===== src/common/cam_ctrl_defs.svh =====
// Register offsets, field positions, reset values and timing counts of the camera control block.
// Assumes a 40 MHz APB clock and byte addresses on an 8-bit paddr.
`ifndef CAM_CTRL_DEFS_SVH
`define CAM_CTRL_DEFS_SVH

`define OFF_CTRL 8'h00
`define OFF_GAIN 8'h04
`define OFF_SHUTTER 8'h08
`define OFF_IRIS 8'h0c
`define OFF_BRIGHT 8'h10
`define OFF_AE 8'h14
`define OFF_HUE 8'h18
`define OFF_SAT 8'h1c
`define OFF_WB 8'h20
`define OFF_STATUS 8'h24
`define OFF_CMD 8'h28

`define CTRL_ISO 0
`define CTRL_TRIG 1
`define CTRL_AGAIN 2
`define CTRL_ASHUT 3
`define CTRL_AIRIS 4
`define CTRL_GAMMA 6:5
`define CTRL_WB 8:7
`define CTRL_CTEMP 10:9
`define CMD_SHOT 0
`define CMD_PUSH 1

`define GAIN_MAX 5'h12
`define CODE_MID 8'h80
`define IRIS_CLOSED 8'hff
`define WB_3200_R 8'h60
`define WB_3200_B 8'ha8
`define WB_5600_R 8'h80
`define WB_5600_B 8'h80
`define AE_WINDOW 9'h08
`define HUE_DEG 15

`define CLK_NS 25
`define TICK_NS 10000
`define TICK_CYC (`TICK_NS / `CLK_NS)
`define EXPO_LONG_US 5000000
`define EXPO_SHORT_US 10
`define EIRIS_LONG_US 33333
`define EIRIS_SHORT_US 500
`define US_TO_TICK(t) ((t) / (`TICK_NS / 1000))
`define TRIG_MIN_US 1000
`define SHOT_MAX_MS 70
`define BLINK_MS 500
`define MS_TO_CYC(t) ((t) * 1000000 / `CLK_NS)
`define US_TO_CYC(t) ((t) * 1000 / `CLK_NS)

`endif


===== src/common/cam_ctrl_pkg.sv =====
// Types shared by the camera control block and its bench.
// Assumes nothing beyond the defs header for numbers.
package cam_ctrl_pkg;
	typedef enum logic [1:0] {GAMMA_MONITOR, GAMMA_LINEAR, GAMMA_WIDE} gamma_e;
	typedef enum logic [1:0] {WB_MANUAL, WB_ONE_PUSH, WB_TRACK} wb_mode_e;
	typedef enum logic [2:0] {SH_IDLE, SH_ARM, SH_EXPOSE, SH_ALIGN, SH_SEND} shot_state_e;
	typedef struct packed {
		logic [4:0] gain_db;
		logic [19:0] expo_tick;
		logic [7:0] iris;
		logic [5:0] black;
		gamma_e gamma;
		logic [7:0] red_gain;
		logic [7:0] blue_gain;
		logic signed [11:0] hue_rot;
		logic [7:0] sat_scale;
	} image_cfg_s;
	typedef struct packed {
		logic [7:0] luma;
		logic signed [7:0] red_err;
		logic signed [7:0] blue_err;
	} meas_s;
	typedef struct packed {
		logic green;
		logic orange;
	} lamp_s;
endpackage


===== src/hw/cam_ctrl.sv =====
// Camera capture control: APB registers, exposure loops, colour settings, frame sequencing, lamp.
// Assumes synchronous inputs on pclk, a measurement pulse per frame and a frame_done pulse from the video path.
// Behaviour
// - Green lamp blinks while streaming is off and no frame is being sent.
// - No image output after reset until host enables it.
// - Manual gain 0 to 18 dB in 1 dB steps.
// - Automatic gain adjusts toward proper exposure within 0 to 18 dB.
// - Exposure time from 10 us up to 5 s.
// - Electronic iris picks exposure between 1/30 and 1/2000 s.
// - Automatic lens iris drives aperture over full range.
// - Exposure compensation only acts while some loop is automatic.
// - Brightness code sets black level: 0, 1, 50 luma.
// - Three gamma settings: monitor, linear, wide linear.
// - White balance manual, single-push or continuous tracking.
// - Colour temperature presets load 3200 K or 5600 K gains.
// - Hue code rotates hue, 80h neutral, extremes about 15 degrees.
// - Saturation code scales 0, unity at 80h, about double.
// - Lamp orange while isochronous output is on.
// - Single-frame command sends exactly one frame, only with streaming off.
// - Single-frame exposure starts within 70 ms of the command.
// - Lamp orange while a single frame is sent.
// - Trigger mode stops streaming at once and holds it off.
// - Each trigger exposes one frame for shutter time, then sends it.
// - Trigger-to-output delay follows exposure time and reference pulse phase.
//
// The placing of the registers and register access over APB were left to the implementer.
`include "cam_ctrl_defs.svh"

module cam_ctrl
	import cam_ctrl_pkg::*;
#(
	parameter int TRIG_MIN_CYC = `US_TO_CYC(`TRIG_MIN_US),
	parameter int SHOT_MAX_CYC = `MS_TO_CYC(`SHOT_MAX_MS),
	parameter int BLINK_CYC = `MS_TO_CYC(`BLINK_MS)
)
(
	input wire logic pclk,
	input wire logic presetn,
	input wire logic psel,
	input wire logic penable,
	input wire logic pwrite,
	input wire logic [7:0] paddr,
	input wire logic [31:0] pwdata,
	output logic [31:0] prdata,
	output logic pready,
	output logic pslverr,
	input wire logic external_trigger_input_n,
	input wire logic vertical_reference_pulse,
	input wire logic meas_valid,
	input wire meas_s meas,
	input wire logic frame_done,
	output image_cfg_s image_cfg,
	output logic stream_on,
	output logic frame_start,
	output logic exposing,
	output lamp_s lamp
);
	localparam logic [19:0] EXPO_LONG = 20'(`US_TO_TICK(`EXPO_LONG_US));
	localparam logic [19:0] EXPO_SHORT = 20'(`US_TO_TICK(`EXPO_SHORT_US));
	localparam logic [19:0] EIRIS_LONG = 20'(`US_TO_TICK(`EIRIS_LONG_US));
	localparam logic [19:0] EIRIS_SHORT = 20'(`US_TO_TICK(`EIRIS_SHORT_US));
	localparam int TW = $clog2(TRIG_MIN_CYC + 1);
	localparam int AW = $clog2(SHOT_MAX_CYC + 1);
	localparam int BW = $clog2(BLINK_CYC + 1);

	logic [10:0] ctrl_q;
	logic [4:0] gain_q;
	logic [19:0] expo_q;
	logic [7:0] iris_q, bright_q, ae_q, hue_q, sat_q, red_q, blue_q;
	logic push_q;
	logic [31:0] prdata_q;
	shot_state_e state_q;
	logic stream_q, frame_start_q;
	lamp_s lamp_q;
	image_cfg_s cfg_q;

	// APB decode
	logic setup, wr, addr_ok;
	assign setup = psel & ~penable;
	assign wr = psel & penable & pwrite;
	always_comb
	begin
		unique case (paddr)
			`OFF_CTRL, `OFF_GAIN, `OFF_SHUTTER, `OFF_IRIS, `OFF_BRIGHT, `OFF_AE,
			`OFF_HUE, `OFF_SAT, `OFF_WB, `OFF_STATUS, `OFF_CMD: addr_ok = 1'b1;
			default: addr_ok = 1'b0;
		endcase
	end
	assign pready = 1'b1;
	assign pslverr = psel & penable & ~addr_ok;
	assign prdata = prdata_q;

	logic w_ctrl, w_gain, w_shut, w_iris, w_wb, shot_cmd, push_cmd;
	assign w_ctrl = wr & (paddr == `OFF_CTRL);
	assign w_gain = wr & (paddr == `OFF_GAIN);
	assign w_shut = wr & (paddr == `OFF_SHUTTER);
	assign w_iris = wr & (paddr == `OFF_IRIS);
	assign w_wb = wr & (paddr == `OFF_WB);
	assign shot_cmd = wr & (paddr == `OFF_CMD) & pwdata[`CMD_SHOT];
	assign push_cmd = wr & (paddr == `OFF_CMD) & pwdata[`CMD_PUSH];

	// Read data latched in the setup cycle
	always_ff @(posedge pclk or negedge presetn)
	begin
		if (!presetn)
			prdata_q <= 32'h0;
		else if (setup)
		begin
			unique case (paddr)
				`OFF_CTRL: prdata_q <= {21'h0, ctrl_q};
				`OFF_GAIN: prdata_q <= {27'h0, gain_q};
				`OFF_SHUTTER: prdata_q <= {12'h0, expo_q};
				`OFF_IRIS: prdata_q <= {24'h0, iris_q};
				`OFF_BRIGHT: prdata_q <= {24'h0, bright_q};
				`OFF_AE: prdata_q <= {24'h0, ae_q};
				`OFF_HUE: prdata_q <= {24'h0, hue_q};
				`OFF_SAT: prdata_q <= {24'h0, sat_q};
				`OFF_WB: prdata_q <= {16'h0, blue_q, red_q};
				`OFF_STATUS: prdata_q <= {25'h0, push_q, lamp_q, stream_q, 3'(state_q)};
				default: prdata_q <= 32'h0;
			endcase
		end
	end

	// Plain setting registers, streaming off after reset
	always_ff @(posedge pclk or negedge presetn)
	begin
		if (!presetn)
		begin
			ctrl_q <= 11'h0;
			bright_q <= `CODE_MID;
			ae_q <= `CODE_MID;
			hue_q <= `CODE_MID;
			sat_q <= `CODE_MID;
		end
		else if (wr)
		begin
			if (paddr == `OFF_CTRL)
				ctrl_q <= pwdata[10:0];
			if (paddr == `OFF_BRIGHT)
				bright_q <= pwdata[7:0];
			if (paddr == `OFF_AE)
				ae_q <= pwdata[7:0];
			if (paddr == `OFF_HUE)
				hue_q <= pwdata[7:0];
			if (paddr == `OFF_SAT)
				sat_q <= pwdata[7:0];
		end
	end

	logic iso_en, trig_mode, a_gain, a_shut, a_iris, any_auto;
	assign iso_en = ctrl_q[`CTRL_ISO];
	assign trig_mode = ctrl_q[`CTRL_TRIG];
	assign a_gain = ctrl_q[`CTRL_AGAIN];
	assign a_shut = ctrl_q[`CTRL_ASHUT];
	assign a_iris = ctrl_q[`CTRL_AIRIS];
	assign any_auto = a_gain | a_shut | a_iris;

	// Exposure target with compensation
	logic [8:0] target, lo_lim, hi_lim;
	logic dark, bright;
	always_comb
	begin
		if (!any_auto)
			target = {1'b0, `CODE_MID};
		else if (ae_q < `CODE_MID)
			target = 9'(8'h40 + {1'b0, ae_q[7:1]});
		else
			target = 9'({1'b0, `CODE_MID} + {2'b0, ae_q[6:0]} / 9'd2);
		lo_lim = (target > `AE_WINDOW) ? target - `AE_WINDOW : 9'h0;
		hi_lim = target + `AE_WINDOW;
	end
	assign dark = meas_valid & ({1'b0, meas.luma} < lo_lim);
	assign bright = meas_valid & ({1'b0, meas.luma} > hi_lim);

	// Gain, manual or automatic
	always_ff @(posedge pclk or negedge presetn)
	begin
		if (!presetn)
			gain_q <= 5'h0;
		else if (w_gain)
			gain_q <= (pwdata > 32'(`GAIN_MAX)) ? `GAIN_MAX : pwdata[4:0];
		else if (a_gain & dark & (gain_q < `GAIN_MAX))
			gain_q <= gain_q + 5'h1;
		else if (a_gain & bright & (gain_q != 5'h0))
			gain_q <= gain_q - 5'h1;
	end

	// Exposure time, manual or electronic iris
	logic [19:0] e_cl, e_up, e_dn;
	always_comb
	begin
		e_cl = (expo_q > EIRIS_LONG) ? EIRIS_LONG : (expo_q < EIRIS_SHORT) ? EIRIS_SHORT : expo_q;
		e_up = e_cl + (e_cl >> 3) + 20'h1;
		e_dn = e_cl - (e_cl >> 3) - 20'h1;
	end
	always_ff @(posedge pclk or negedge presetn)
	begin
		if (!presetn)
			expo_q <= EIRIS_LONG;
		else if (w_shut)
			expo_q <= (pwdata[31:0] > 32'(EXPO_LONG)) ? EXPO_LONG :
				(pwdata[19:0] < EXPO_SHORT) ? EXPO_SHORT : pwdata[19:0];
		else if (a_shut & dark)
			expo_q <= (e_up > EIRIS_LONG) ? EIRIS_LONG : e_up;
		else if (a_shut & bright)
			expo_q <= (e_dn < EIRIS_SHORT) ? EIRIS_SHORT : e_dn;
		else if (a_shut & meas_valid)
			expo_q <= e_cl;
	end

	// Lens aperture, 0 fully open
	always_ff @(posedge pclk or negedge presetn)
	begin
		if (!presetn)
			iris_q <= 8'h0;
		else if (w_iris)
			iris_q <= pwdata[7:0];
		else if (a_iris & dark & (iris_q != 8'h0))
			iris_q <= iris_q - 8'h1;
		else if (a_iris & bright & (iris_q != `IRIS_CLOSED))
			iris_q <= iris_q + 8'h1;
	end

	// White balance gains
	wb_mode_e wb_mode;
	logic wb_step;
	assign wb_mode = wb_mode_e'(ctrl_q[`CTRL_WB]);
	assign wb_step = meas_valid & ((wb_mode == WB_TRACK) | ((wb_mode == WB_ONE_PUSH) & push_q));
	always_ff @(posedge pclk or negedge presetn)
	begin
		if (!presetn)
			push_q <= 1'b0;
		else
			push_q <= push_cmd | (push_q & ~meas_valid);
	end
	always_ff @(posedge pclk or negedge presetn)
	begin
		if (!presetn)
		begin
			red_q <= `WB_5600_R;
			blue_q <= `WB_5600_B;
		end
		else if (w_wb)
		begin
			red_q <= pwdata[7:0];
			blue_q <= pwdata[15:8];
		end
		else if (w_ctrl & (pwdata[`CTRL_CTEMP] == 2'h1))
		begin
			red_q <= `WB_3200_R;
			blue_q <= `WB_3200_B;
		end
		else if (w_ctrl & (pwdata[`CTRL_CTEMP] == 2'h2))
		begin
			red_q <= `WB_5600_R;
			blue_q <= `WB_5600_B;
		end
		else if (wb_step)
		begin
			if (meas.red_err > 0 && red_q != 8'h0)
				red_q <= red_q - 8'h1;
			else if (meas.red_err < 0 && red_q != 8'hff)
				red_q <= red_q + 8'h1;
			if (meas.blue_err > 0 && blue_q != 8'h0)
				blue_q <= blue_q - 8'h1;
			else if (meas.blue_err < 0 && blue_q != 8'hff)
				blue_q <= blue_q + 8'h1;
		end
	end

	// Trigger synchroniser and width filter
	logic trig_s1, trig_s2, trig_fire;
	logic [TW-1:0] low_cnt;
	always_ff @(posedge pclk or negedge presetn)
	begin
		if (!presetn)
		begin
			trig_s1 <= 1'b1;
			trig_s2 <= 1'b1;
		end
		else
		begin
			trig_s1 <= external_trigger_input_n;
			trig_s2 <= trig_s1;
		end
	end
	always_ff @(posedge pclk or negedge presetn)
	begin
		if (!presetn)
			low_cnt <= '0;
		else if (trig_s2)
			low_cnt <= '0;
		else if (low_cnt != TW'(TRIG_MIN_CYC))
			low_cnt <= low_cnt + TW'(1);
	end
	assign trig_fire = ~trig_s2 & (low_cnt == TW'(TRIG_MIN_CYC - 1));

	// Frame sequencer
	logic [AW-1:0] arm_cnt;
	logic [8:0] cyc_cnt;
	logic [19:0] tick_cnt, expo_lat;
	logic tick, shot_ok;
	assign tick = (cyc_cnt == 9'(`TICK_CYC - 1));
	assign shot_ok = shot_cmd & ~iso_en & ~trig_mode & (state_q == SH_IDLE);
	always_ff @(posedge pclk or negedge presetn)
	begin
		if (!presetn)
			state_q <= SH_IDLE;
		else
		begin
			unique case (state_q)
				SH_IDLE:
					if (trig_mode & trig_fire)
						state_q <= SH_EXPOSE;
					else if (shot_ok)
						state_q <= SH_ARM;
				SH_ARM:
					if (vertical_reference_pulse | (arm_cnt == AW'(SHOT_MAX_CYC - 1)))
						state_q <= SH_EXPOSE;
				SH_EXPOSE:
					if (tick & (tick_cnt == expo_lat - 20'h1))
						state_q <= SH_ALIGN;
				SH_ALIGN:
					if (vertical_reference_pulse)
						state_q <= SH_SEND;
				SH_SEND:
					if (frame_done)
						state_q <= SH_IDLE;
			endcase
		end
	end
	always_ff @(posedge pclk or negedge presetn)
	begin
		if (!presetn)
			arm_cnt <= '0;
		else if (state_q == SH_ARM)
			arm_cnt <= arm_cnt + AW'(1);
		else
			arm_cnt <= '0;
	end
	always_ff @(posedge pclk or negedge presetn)
	begin
		if (!presetn)
		begin
			cyc_cnt <= 9'h0;
			tick_cnt <= 20'h0;
			expo_lat <= EXPO_SHORT;
		end
		else if (state_q != SH_EXPOSE)
		begin
			cyc_cnt <= 9'h0;
			tick_cnt <= 20'h0;
			expo_lat <= expo_q;
		end
		else
		begin
			cyc_cnt <= tick ? 9'h0 : cyc_cnt + 9'h1;
			if (tick)
				tick_cnt <= tick_cnt + 20'h1;
		end
	end
	always_ff @(posedge pclk or negedge presetn)
	begin
		if (!presetn)
			frame_start_q <= 1'b0;
		else
			frame_start_q <= (state_q == SH_ALIGN) & vertical_reference_pulse;
	end
	assign exposing = (state_q == SH_EXPOSE);
	assign frame_start = frame_start_q;

	// Streaming enable and lamp
	logic [BW-1:0] blink_cnt;
	logic blink_q;
	always_ff @(posedge pclk or negedge presetn)
	begin
		if (!presetn)
			stream_q <= 1'b0;
		else
			stream_q <= iso_en & ~trig_mode;
	end
	assign stream_on = stream_q;

	always_ff @(posedge pclk or negedge presetn)
	begin
		if (!presetn)
		begin
			blink_cnt <= '0;
			blink_q <= 1'b1;
		end
		else if (blink_cnt == BW'(BLINK_CYC - 1))
		begin
			blink_cnt <= '0;
			blink_q <= ~blink_q;
		end
		else
			blink_cnt <= blink_cnt + BW'(1);
	end
	always_ff @(posedge pclk or negedge presetn)
	begin
		if (!presetn)
			lamp_q <= '0;
		else
		begin
			lamp_q.orange <= stream_q | (state_q == SH_SEND);
			lamp_q.green <= ~stream_q & (state_q != SH_SEND) & blink_q;
		end
	end
	assign lamp = lamp_q;

	// Image settings
	always_ff @(posedge pclk or negedge presetn)
	begin
		if (!presetn)
			cfg_q <= '0;
		else
		begin
			cfg_q.gain_db <= gain_q;
			cfg_q.expo_tick <= expo_q;
			cfg_q.iris <= iris_q;
			cfg_q.black <= bright_q[7] ? 6'(7'h01 + 7'((14'(bright_q[6:0]) * 14'd25) >> 6)) : 6'h0;
			cfg_q.gamma <= (ctrl_q[`CTRL_GAMMA] == 2'h3) ? GAMMA_MONITOR : gamma_e'(ctrl_q[`CTRL_GAMMA]);
			cfg_q.red_gain <= red_q;
			cfg_q.blue_gain <= blue_q;
			cfg_q.hue_rot <= 12'(($signed({1'b0, hue_q}) - 9'sd128) * 12'sd`HUE_DEG);
			cfg_q.sat_scale <= sat_q;
		end
	end
	assign image_cfg = cfg_q;
endmodule


===== config.mk =====
export PLATFORM = sky130hd
export DESIGN_NAME = cam_ctrl
export DESIGN_NICKNAME = d
export VERILOG_FILES = /design/src/common/cam_ctrl_pkg.sv /design/src/hw/cam_ctrl.sv
export VERILOG_INCLUDE_DIRS = /design/src /design/src/common
export SDC_FILE = /design/constraint.sdc
export NUM_CORES = 1
export LEC_CHECK = 0
export BUFFER_PORTS_ARGS = -buffer_cell sky130_fd_sc_hd__clkbuf_2
export CAP_MARGIN = 20
export CORE_AREA = 2 2 200 202
export DETAILED_ROUTE_END_ITERATION = 12
export DIE_AREA = 0 0 202 204
export PLACE_DENSITY_LB_ADDON = 0.25
export REMOVE_ABC_BUFFERS = 1
export SETUP_SLACK_MARGIN = 0.15
export SLEW_MARGIN = 30
export SYNTH_ARGS = -nofsm -noshare
export SYNTH_HDL_FRONTEND = slang
export SYNTH_SLANG_ARGS = --single-unit

===== constraint.sdc =====
create_clock -name pclk -period 6.6 [get_ports pclk]
set_clock_uncertainty 0.2 [all_clocks]
set_input_delay 0.66 -clock pclk [delete_from_list [all_inputs] [get_ports pclk]]
set_output_delay 0.66 -clock pclk [all_outputs]
set_load 0.005 [all_outputs]

==> metrics.md, run 1 <==
| Metric | Value |
|---|---|
| Root buffer cell | `clkbuf_16` |
| Share of layout cells above drive strength 1 | `0.142` |
| Worst setup SP type | `register` |
| Most used cell, CP | `nor2_1` |
| Relative slew slack | `0.368` |
| Int Power | `0.00402 W` |
| Seq/Total Area, Yosys | `0.406` |
| Psw | `0.00218 W` |
| Commonest non-fill, non-tap cell in the layout | `dfrtp_1` |
| Cells after synthesis | `2,101` |
| Max Buffers Root-to-Sink | `3` |
| Synth Flop Type | `dfrtp_1` |
| Seq cells post-synth | `312` |
| Hold Path Class | `reg -> reg` |
| Mapped cell area | `19,300 µm²` |
| # setup viols final | `0` |
| Final Hold Viols | `0` |
| Die height | `204 µm` |
| Combinational power share | `0.298` |
| Drt total wl | `55.9 mm` |
| Synthesized area per cell | `9.18 µm²` |
| Placed Area | `20,700 µm²` |
| IO Pins | `189` |
| Iteration-0 DRC Markers | `1,324` |
| Pwr Density | `280 nW/µm²` |
| Antenna cells | `0` |
| Num CTS Buffers | `36` |
| Via/cell ratio | `5.85` |
| Peak VDD IR | `0.137 mV` |
| RSZ-0062 raised after global routing | `no` |
| Post-synth ARST share | `1.00` |
| Max-cap check violation count | `0` |
| Number of synthesized flops with an enable pin | `0` |
| H-Tree Depth | `2` |
| Post-route cell area | `22,100 µm²` |
| Worst EP required | `6810 ps` |
| Critical path peak fanout | `12` |
| Worst path bufs/invs | `3` |
| Die Width | `202 µm` |
| Outcome | `completed` |
| Worst path slowest cell | `nor4_1` |
| Dpl cells | `2,774` |
| Clock power share | `0.338` |
| Clk sinks | `312` |
| Global-route wire length before repair | `87.8 mm` |
| Fillers | `3,560` |
| Commonest non-fill, non-tap cells in the layout | `297 x dfrtp_1, 229 x nand2_1, 207 x nor2_1` |
| Leakage | `10.6 nW` |
| Starting Density | `0.492` |
| Kind of critical path | `reg -> reg` |
| Ys Warns | `0` |
| Vias in the first global route | `16,156` |
| CP Capture Type | `register` |
| Crit path DAT | `5960 ps` |
| Residual DRC | `0` |
| Post-CTS Resized | `0` |
| Post-DP HPWL | `41.7 mm` |
| CTS tree | `built` |
| Rows | `73` |
| Fin crit period | `5750 ps` |
| Final Max Tran Viols | `0` |
| Worst-skew pair later-pin latency | `550 ps` |
| GP Congestion | `0.948` |
| Port-buffer cells | `175` |
| Total grt overflow | `0` |
| Non-Filler Instances | `2,843` |
| CP Cell Sequence | `nor4_1 > nand3_1 > nor2_1 > buf_4 > nor2_1 > nor2_1 > inv_1 > ha_1 > clkinv_1 > nor4_1 > a221oi_2 > o31ai_1 > xor2_1 > nor3_1 > nor4_4 > a211oi_1 > a21oi_1` |
| Flop pwr share | `0.364` |
| CORE AREA | `39,200 µm²` |
| Fin Setup TNS | `0 ps` |
| Via Count | `16,638` |
| Final Core Density | `0.564` |
| Fin nets | `2,504` |
| Max Clock Freq | `0.174 GHz` |
| Sw frac | `0.351` |
| Final Cycle Share | `0.871` |
| Pin count of the biggest net entering global routing | `171` |
| Routed len/inst | `19.7 µm` |
| Cell family with most CP delay | `simple AND/OR/NAND/NOR gates` |
| Syn-to-layout area delta | `14.6%` |
| Netlist cell types | `88` |
| Die Footprint | `41,200 µm²` |
| Drt pass-1 iters | `6` |
| Worst Tran Pin Value | `940 ps` |
| Hold buffers post-CTS | `2` |
| Critical Path Max Stage Delay | `640 ps` |
| Postcts setup bufs | `0` |
| Clock slew at reported path FFs | `60 ps` |
| Hold Slack | `160 ps` |
| Post-route ant nets | `0` |
| Initial antenna violation count | `0` |
| Tot GR Track Use | `0.269` |
==> power by group through the flow <==
stage / combinational, W / sequential, W / clock, W
after detailed placement: 0.00179 / 0.00229 / 0
after global routing: 0.00203 / 0.00228 / 0.00221
final: 0.00184 / 0.00226 / 0.00210
after floorplan: 0.00124 / 0.00221 / 0
after CTS: 0.00180 / 0.00225 / 0.00213
after global placement: 0.00178 / 0.00228 / 0
==> routing by layer <==
metal	share of wire	vias to the layer above	GRT usage
met5	0	-	0
met1	0.43	8094	0.365
li1	-	7766	-
met4	0.037	0	0.108
met3	0.067	127	0.0379
met2	0.47	651	0.437
==> through the flow <==
stage	setup WS [ps]	power, W
floorplan	1850	0.00345
CTS	978	0.00619
finish	851	0.00620
global placement	1060	0.00406
global route	504	0.00652
detailed placement	1000	0.00408
==> layout make-up <==
cell class	count	area, µm²	area share
clock buffers	59	1170	0.0529
clock inverters	6	91.3	0.00413
inverters	124	465	0.0211
multi-input cells	1623	10800	0.489
flip-flops and latches	312	7830	0.354
well taps	525	657	0.0297
repair buffers	194	1090	0.0491
==> kinds of logic (layout without fill, tap and decap cells) <==
| group | count (synthesis) | after routing | synth area share |
|---|---|---|---|
| AND/OR/NAND/NOR | 752 | 752 | 0.185 |
| AO/OA/AOI/OAI | 483 | 483 | 0.167 |
| flip-flops | 312 | 312 | 0.406 |
| buffers and inverters | 203 | 383 | 0.0428 |
| XOR/XNOR | 163 | 163 | 0.0740 |
| adder cells (fa/ha/maj) | 141 | 141 | 0.0987 |
| multiplexers | 45 | 45 | 0.0259 |
| other | 2 | 39 | 0.000389 |
==> flip-flops by register name, summed over array words and instances (netlist names), 9 cells and up <==
signal     flops
tick_cnt      20
arm_cnt       22
blink_cnt     25
cyc_cnt        9
ctrl_q        11
expo_lat      20
low_cnt       16
prdata        20
expo_q        20
image_cfg     77
==> final timing paths <==
path / startpoint / endpoint / slack [ps] / cells past startpoint
worst min-delay path: trig_s1 / trig_s2 / 160 / 0
max in group asynchronous: presetn / blue_q[3] / 4410 / 4
worst max register to register: expo_q[19] / expo_q[7] / 850 / 17
worst max-delay path: expo_q[19] / expo_q[7] / 850 / 17
worst min register to register: trig_s1 / trig_s2 / 160 / 0
min in group asynchronous: presetn / low_cnt[12] / 480 / 2
==> cell usage after synthesis, types with 37 or more instances <==
library cell,n,area [µm²]
dfrtp_1,297,7430
nand2_1,229,860
nor2_1,209,785
a21oi_1,124,621
inv_1,122,458
ha_1,121,1510
o21ai_0,108,541
xnor2_1,91,797
xor2_1,72,631
nand3_1,68,340
clkbuf_1,56,210
nand4_1,37,231
Note: power is estimated with default switching activity, not from simulation.
==> run 2, diff against run 1 <==
--- a/config.mk
+++ b/config.mk
@@ -11,7 +11,7 @@
 export CORE_AREA = 2 2 200 202
 export DETAILED_ROUTE_END_ITERATION = 12
 export DIE_AREA = 0 0 202 204
-export PLACE_DENSITY_LB_ADDON = 0.25
+export PLACE_DENSITY = 0.78
 export REMOVE_ABC_BUFFERS = 1
 export SETUP_SLACK_MARGIN = 0.15
 export SLEW_MARGIN = 30
==> run 2 against run 1 <==
Via count grew 1.7%; global-route usage shrank 0.55 points; sequential power is essentially flat; cell count shrank 0.32%; sequential cell count is the same; clock power shrank 11%; register-to-register slack lost 90 ps; setup slack lost 92 ps; non-clock buffer count shrank 5; highest routed layer unchanged.
==> metrics.md, run 2 (synthesis results as in run 1) <==
| Metric | Value |
|---|---|
| Fin crit period | `5840 ps` |
| Int Power | `0.00381 W` |
| Share of layout cells above drive strength 1 | `0.136` |
| Final worst setup slack | `759 ps` |
| IO Pins | `189` |
| Starting Density | `0.492` |
| GP Congestion | `0.967` |
| Vias in the first global route | `16,502` |
| Combinational power share | `0.305` |
| Hold Path Class | `reg -> reg` |
| Rows | `73` |
| Port-buffer cells | `175` |
| Final Cycle Share | `0.885` |
| Clk sinks | `312` |
| Post-route ant nets | `0` |
| # setup viols final | `0` |
| Leakage | `10.4 nW` |
| H-Tree Depth | `2` |
| Relative slew slack | `0.359` |
| Worst EP required | `6790 ps` |
| Via/cell ratio | `5.97` |
| Drt total wl | `54.8 mm` |
| Antenna cells | `0` |
| Global-route wire length before repair | `87.3 mm` |
| Root buffer cell | `clkbuf_16` |
| Clock slew at reported path FFs | `60 ps` |
| Non-Filler Instances | `2,834` |
| Setup slack at placement | `964 ps` |
| Worst setup SP type | `register` |
| Max-cap check violation count | `0` |
| Clock power share | `0.314` |
| Via Count | `16,914` |
| Critical Path Max Stage Delay | `700 ps` |
| Residual DRC | `0` |
| Syn-to-layout area delta | `13.3%` |
| Placed Area | `20,700 µm²` |
| Drt pass-1 iters | `6` |
| Iteration-0 DRC Markers | `1,545` |
| Psw | `0.00212 W` |
| Kind of critical path | `reg -> reg` |
| CORE AREA | `39,200 µm²` |
| Worst path bufs/invs | `3` |
| Most used cell, CP | `nor2_1` |
| Max reg flops | `77` |
| Final Max Tran Viols | `0` |
| Tot GR Track Use | `0.264` |
| Crit path DAT | `6030 ps` |
| Die Width | `202 µm` |
| Worst path slowest cell | `nor4_1` |
| Num CTS Buffers | `34` |
| Commonest non-fill, non-tap cells in the layout | `297 x dfrtp_1, 229 x nand2_1, 208 x nor2_1` |
| RSZ-0062 raised after global routing | `no` |
| Sw frac | `0.357` |
| Die height | `204 µm` |
| Die Footprint | `41,200 µm²` |
| Fin nets | `2,497` |
| Outcome | `completed` |
| Worst-skew pair later-pin latency | `530 ps` |
| Max Clock Freq | `0.171 GHz` |
| Pin count of the biggest net entering global routing | `146` |
| Total grt overflow | `0` |
| Initial antenna violation count | `0` |
| Pwr Density | `271 nW/µm²` |
| Postcts setup bufs | `0` |
| Post-route cell area | `21,900 µm²` |
| Peak VDD IR | `0.181 mV` |
| CP Cell Sequence | `nor4_1 > nand3_1 > nor2_1 > buf_4 > nor2_1 > nor2_1 > inv_1 > ha_1 > clkinv_1 > nor4_1 > a221oi_2 > o31ai_1 > xor2_1 > o311ai_1 > o31ai_1 > nor4b_1 > nor3_1` |
| Critical path peak fanout | `12` |
| CTS tree | `built` |
| Worst Tran Pin Value | `961 ps` |
| Post-CTS Resized | `0` |
| Commonest non-fill, non-tap cell in the layout | `dfrtp_1` |
| Final Hold Viols | `0` |
| Dpl cells | `2,771` |
| Setup slack, reg-to-reg | `760 ps` |
| Fin Setup TNS | `0 ps` |
| CP Capture Type | `register` |
| Flop pwr share | `0.381` |
| Cell family with most CP delay | `simple AND/OR/NAND/NOR gates` |
| Post-DP HPWL | `41.1 mm` |
| Max Buffers Root-to-Sink | `3` |
| Routed len/inst | `19.3 µm` |
run 2: cell types whose count changed in the layout (fill, tap and decap cells not counted), sizes merged:
cell      delta
clkinvlp     +1
clkinv       +3
clkbuf       -7
buf          -5
bufinv       -1
run 2: what timing repair did:
action                                  4_1_cts  5_1_grt
endpoints found under the setup margin        0        0
hold buffers                                  2        0
endpoints found under the hold margin        79        0
run 2: path summary, 6_finish.rpt:
check,from,endpoint,depth (start not counted)
worst max-delay path,expo_q[19],expo_q[5],17
worst max register to register,expo_q[19],expo_q[5],17
max in group asynchronous,presetn,image_cfg[54],3
worst min register to register,trig_s1,trig_s2,0
worst min-delay path,trig_s1,trig_s2,0
min in group asynchronous,presetn,arm_cnt[6],2
run 2: area by class of cell:
cell class              count  area [µm²]
fillers                  3380       17300
multi-input cells        1623       10800
flip-flops and latches    312        7830
repair buffers            189        1010
clock buffers              52        1000
well taps                 525         657
inverters                 124         465
clock inverters             9        95.1
run 2: per-layer routing:
| layer | global-route usage | wire [µm] | up-vias | part of all wire |
|---|---|---|---|---|
| met1 | 0.346 | 22600 | 8240 | 0.41 |
| li1 | - | - | 7759 | - |
| met5 | 0 | 0 | - | 0 |
| met2 | 0.431 | 25600 | 724 | 0.47 |
| met4 | 0.132 | 2830 | 0 | 0.052 |
| met3 | 0.0367 | 3720 | 191 | 0.068 |
run 2: through the flow:
| stage | hold WS, ps | power [W] | utilization |
|---|---|---|---|
| floorplan | 145 | 0.00345 | - |
| global placement | 150 | 0.00400 | 0.529 |
| detailed placement | 147 | 0.00404 | 0.529 |
| CTS | 165 | 0.00591 | 0.557 |
| global route | 170 | 0.00624 | 0.558 |
| finish | 164 | 0.00593 | 0.558 |
run 2: power groups by stage:
stage               registers, W  logic, W  clock network, W
floorplan                0.00221   0.00124                 0
finish                   0.00226   0.00181           0.00186
detailed placement       0.00229   0.00176                 0
global route             0.00228   0.00200           0.00196
CTS                      0.00225   0.00177           0.00189
global placement         0.00228   0.00172                 0
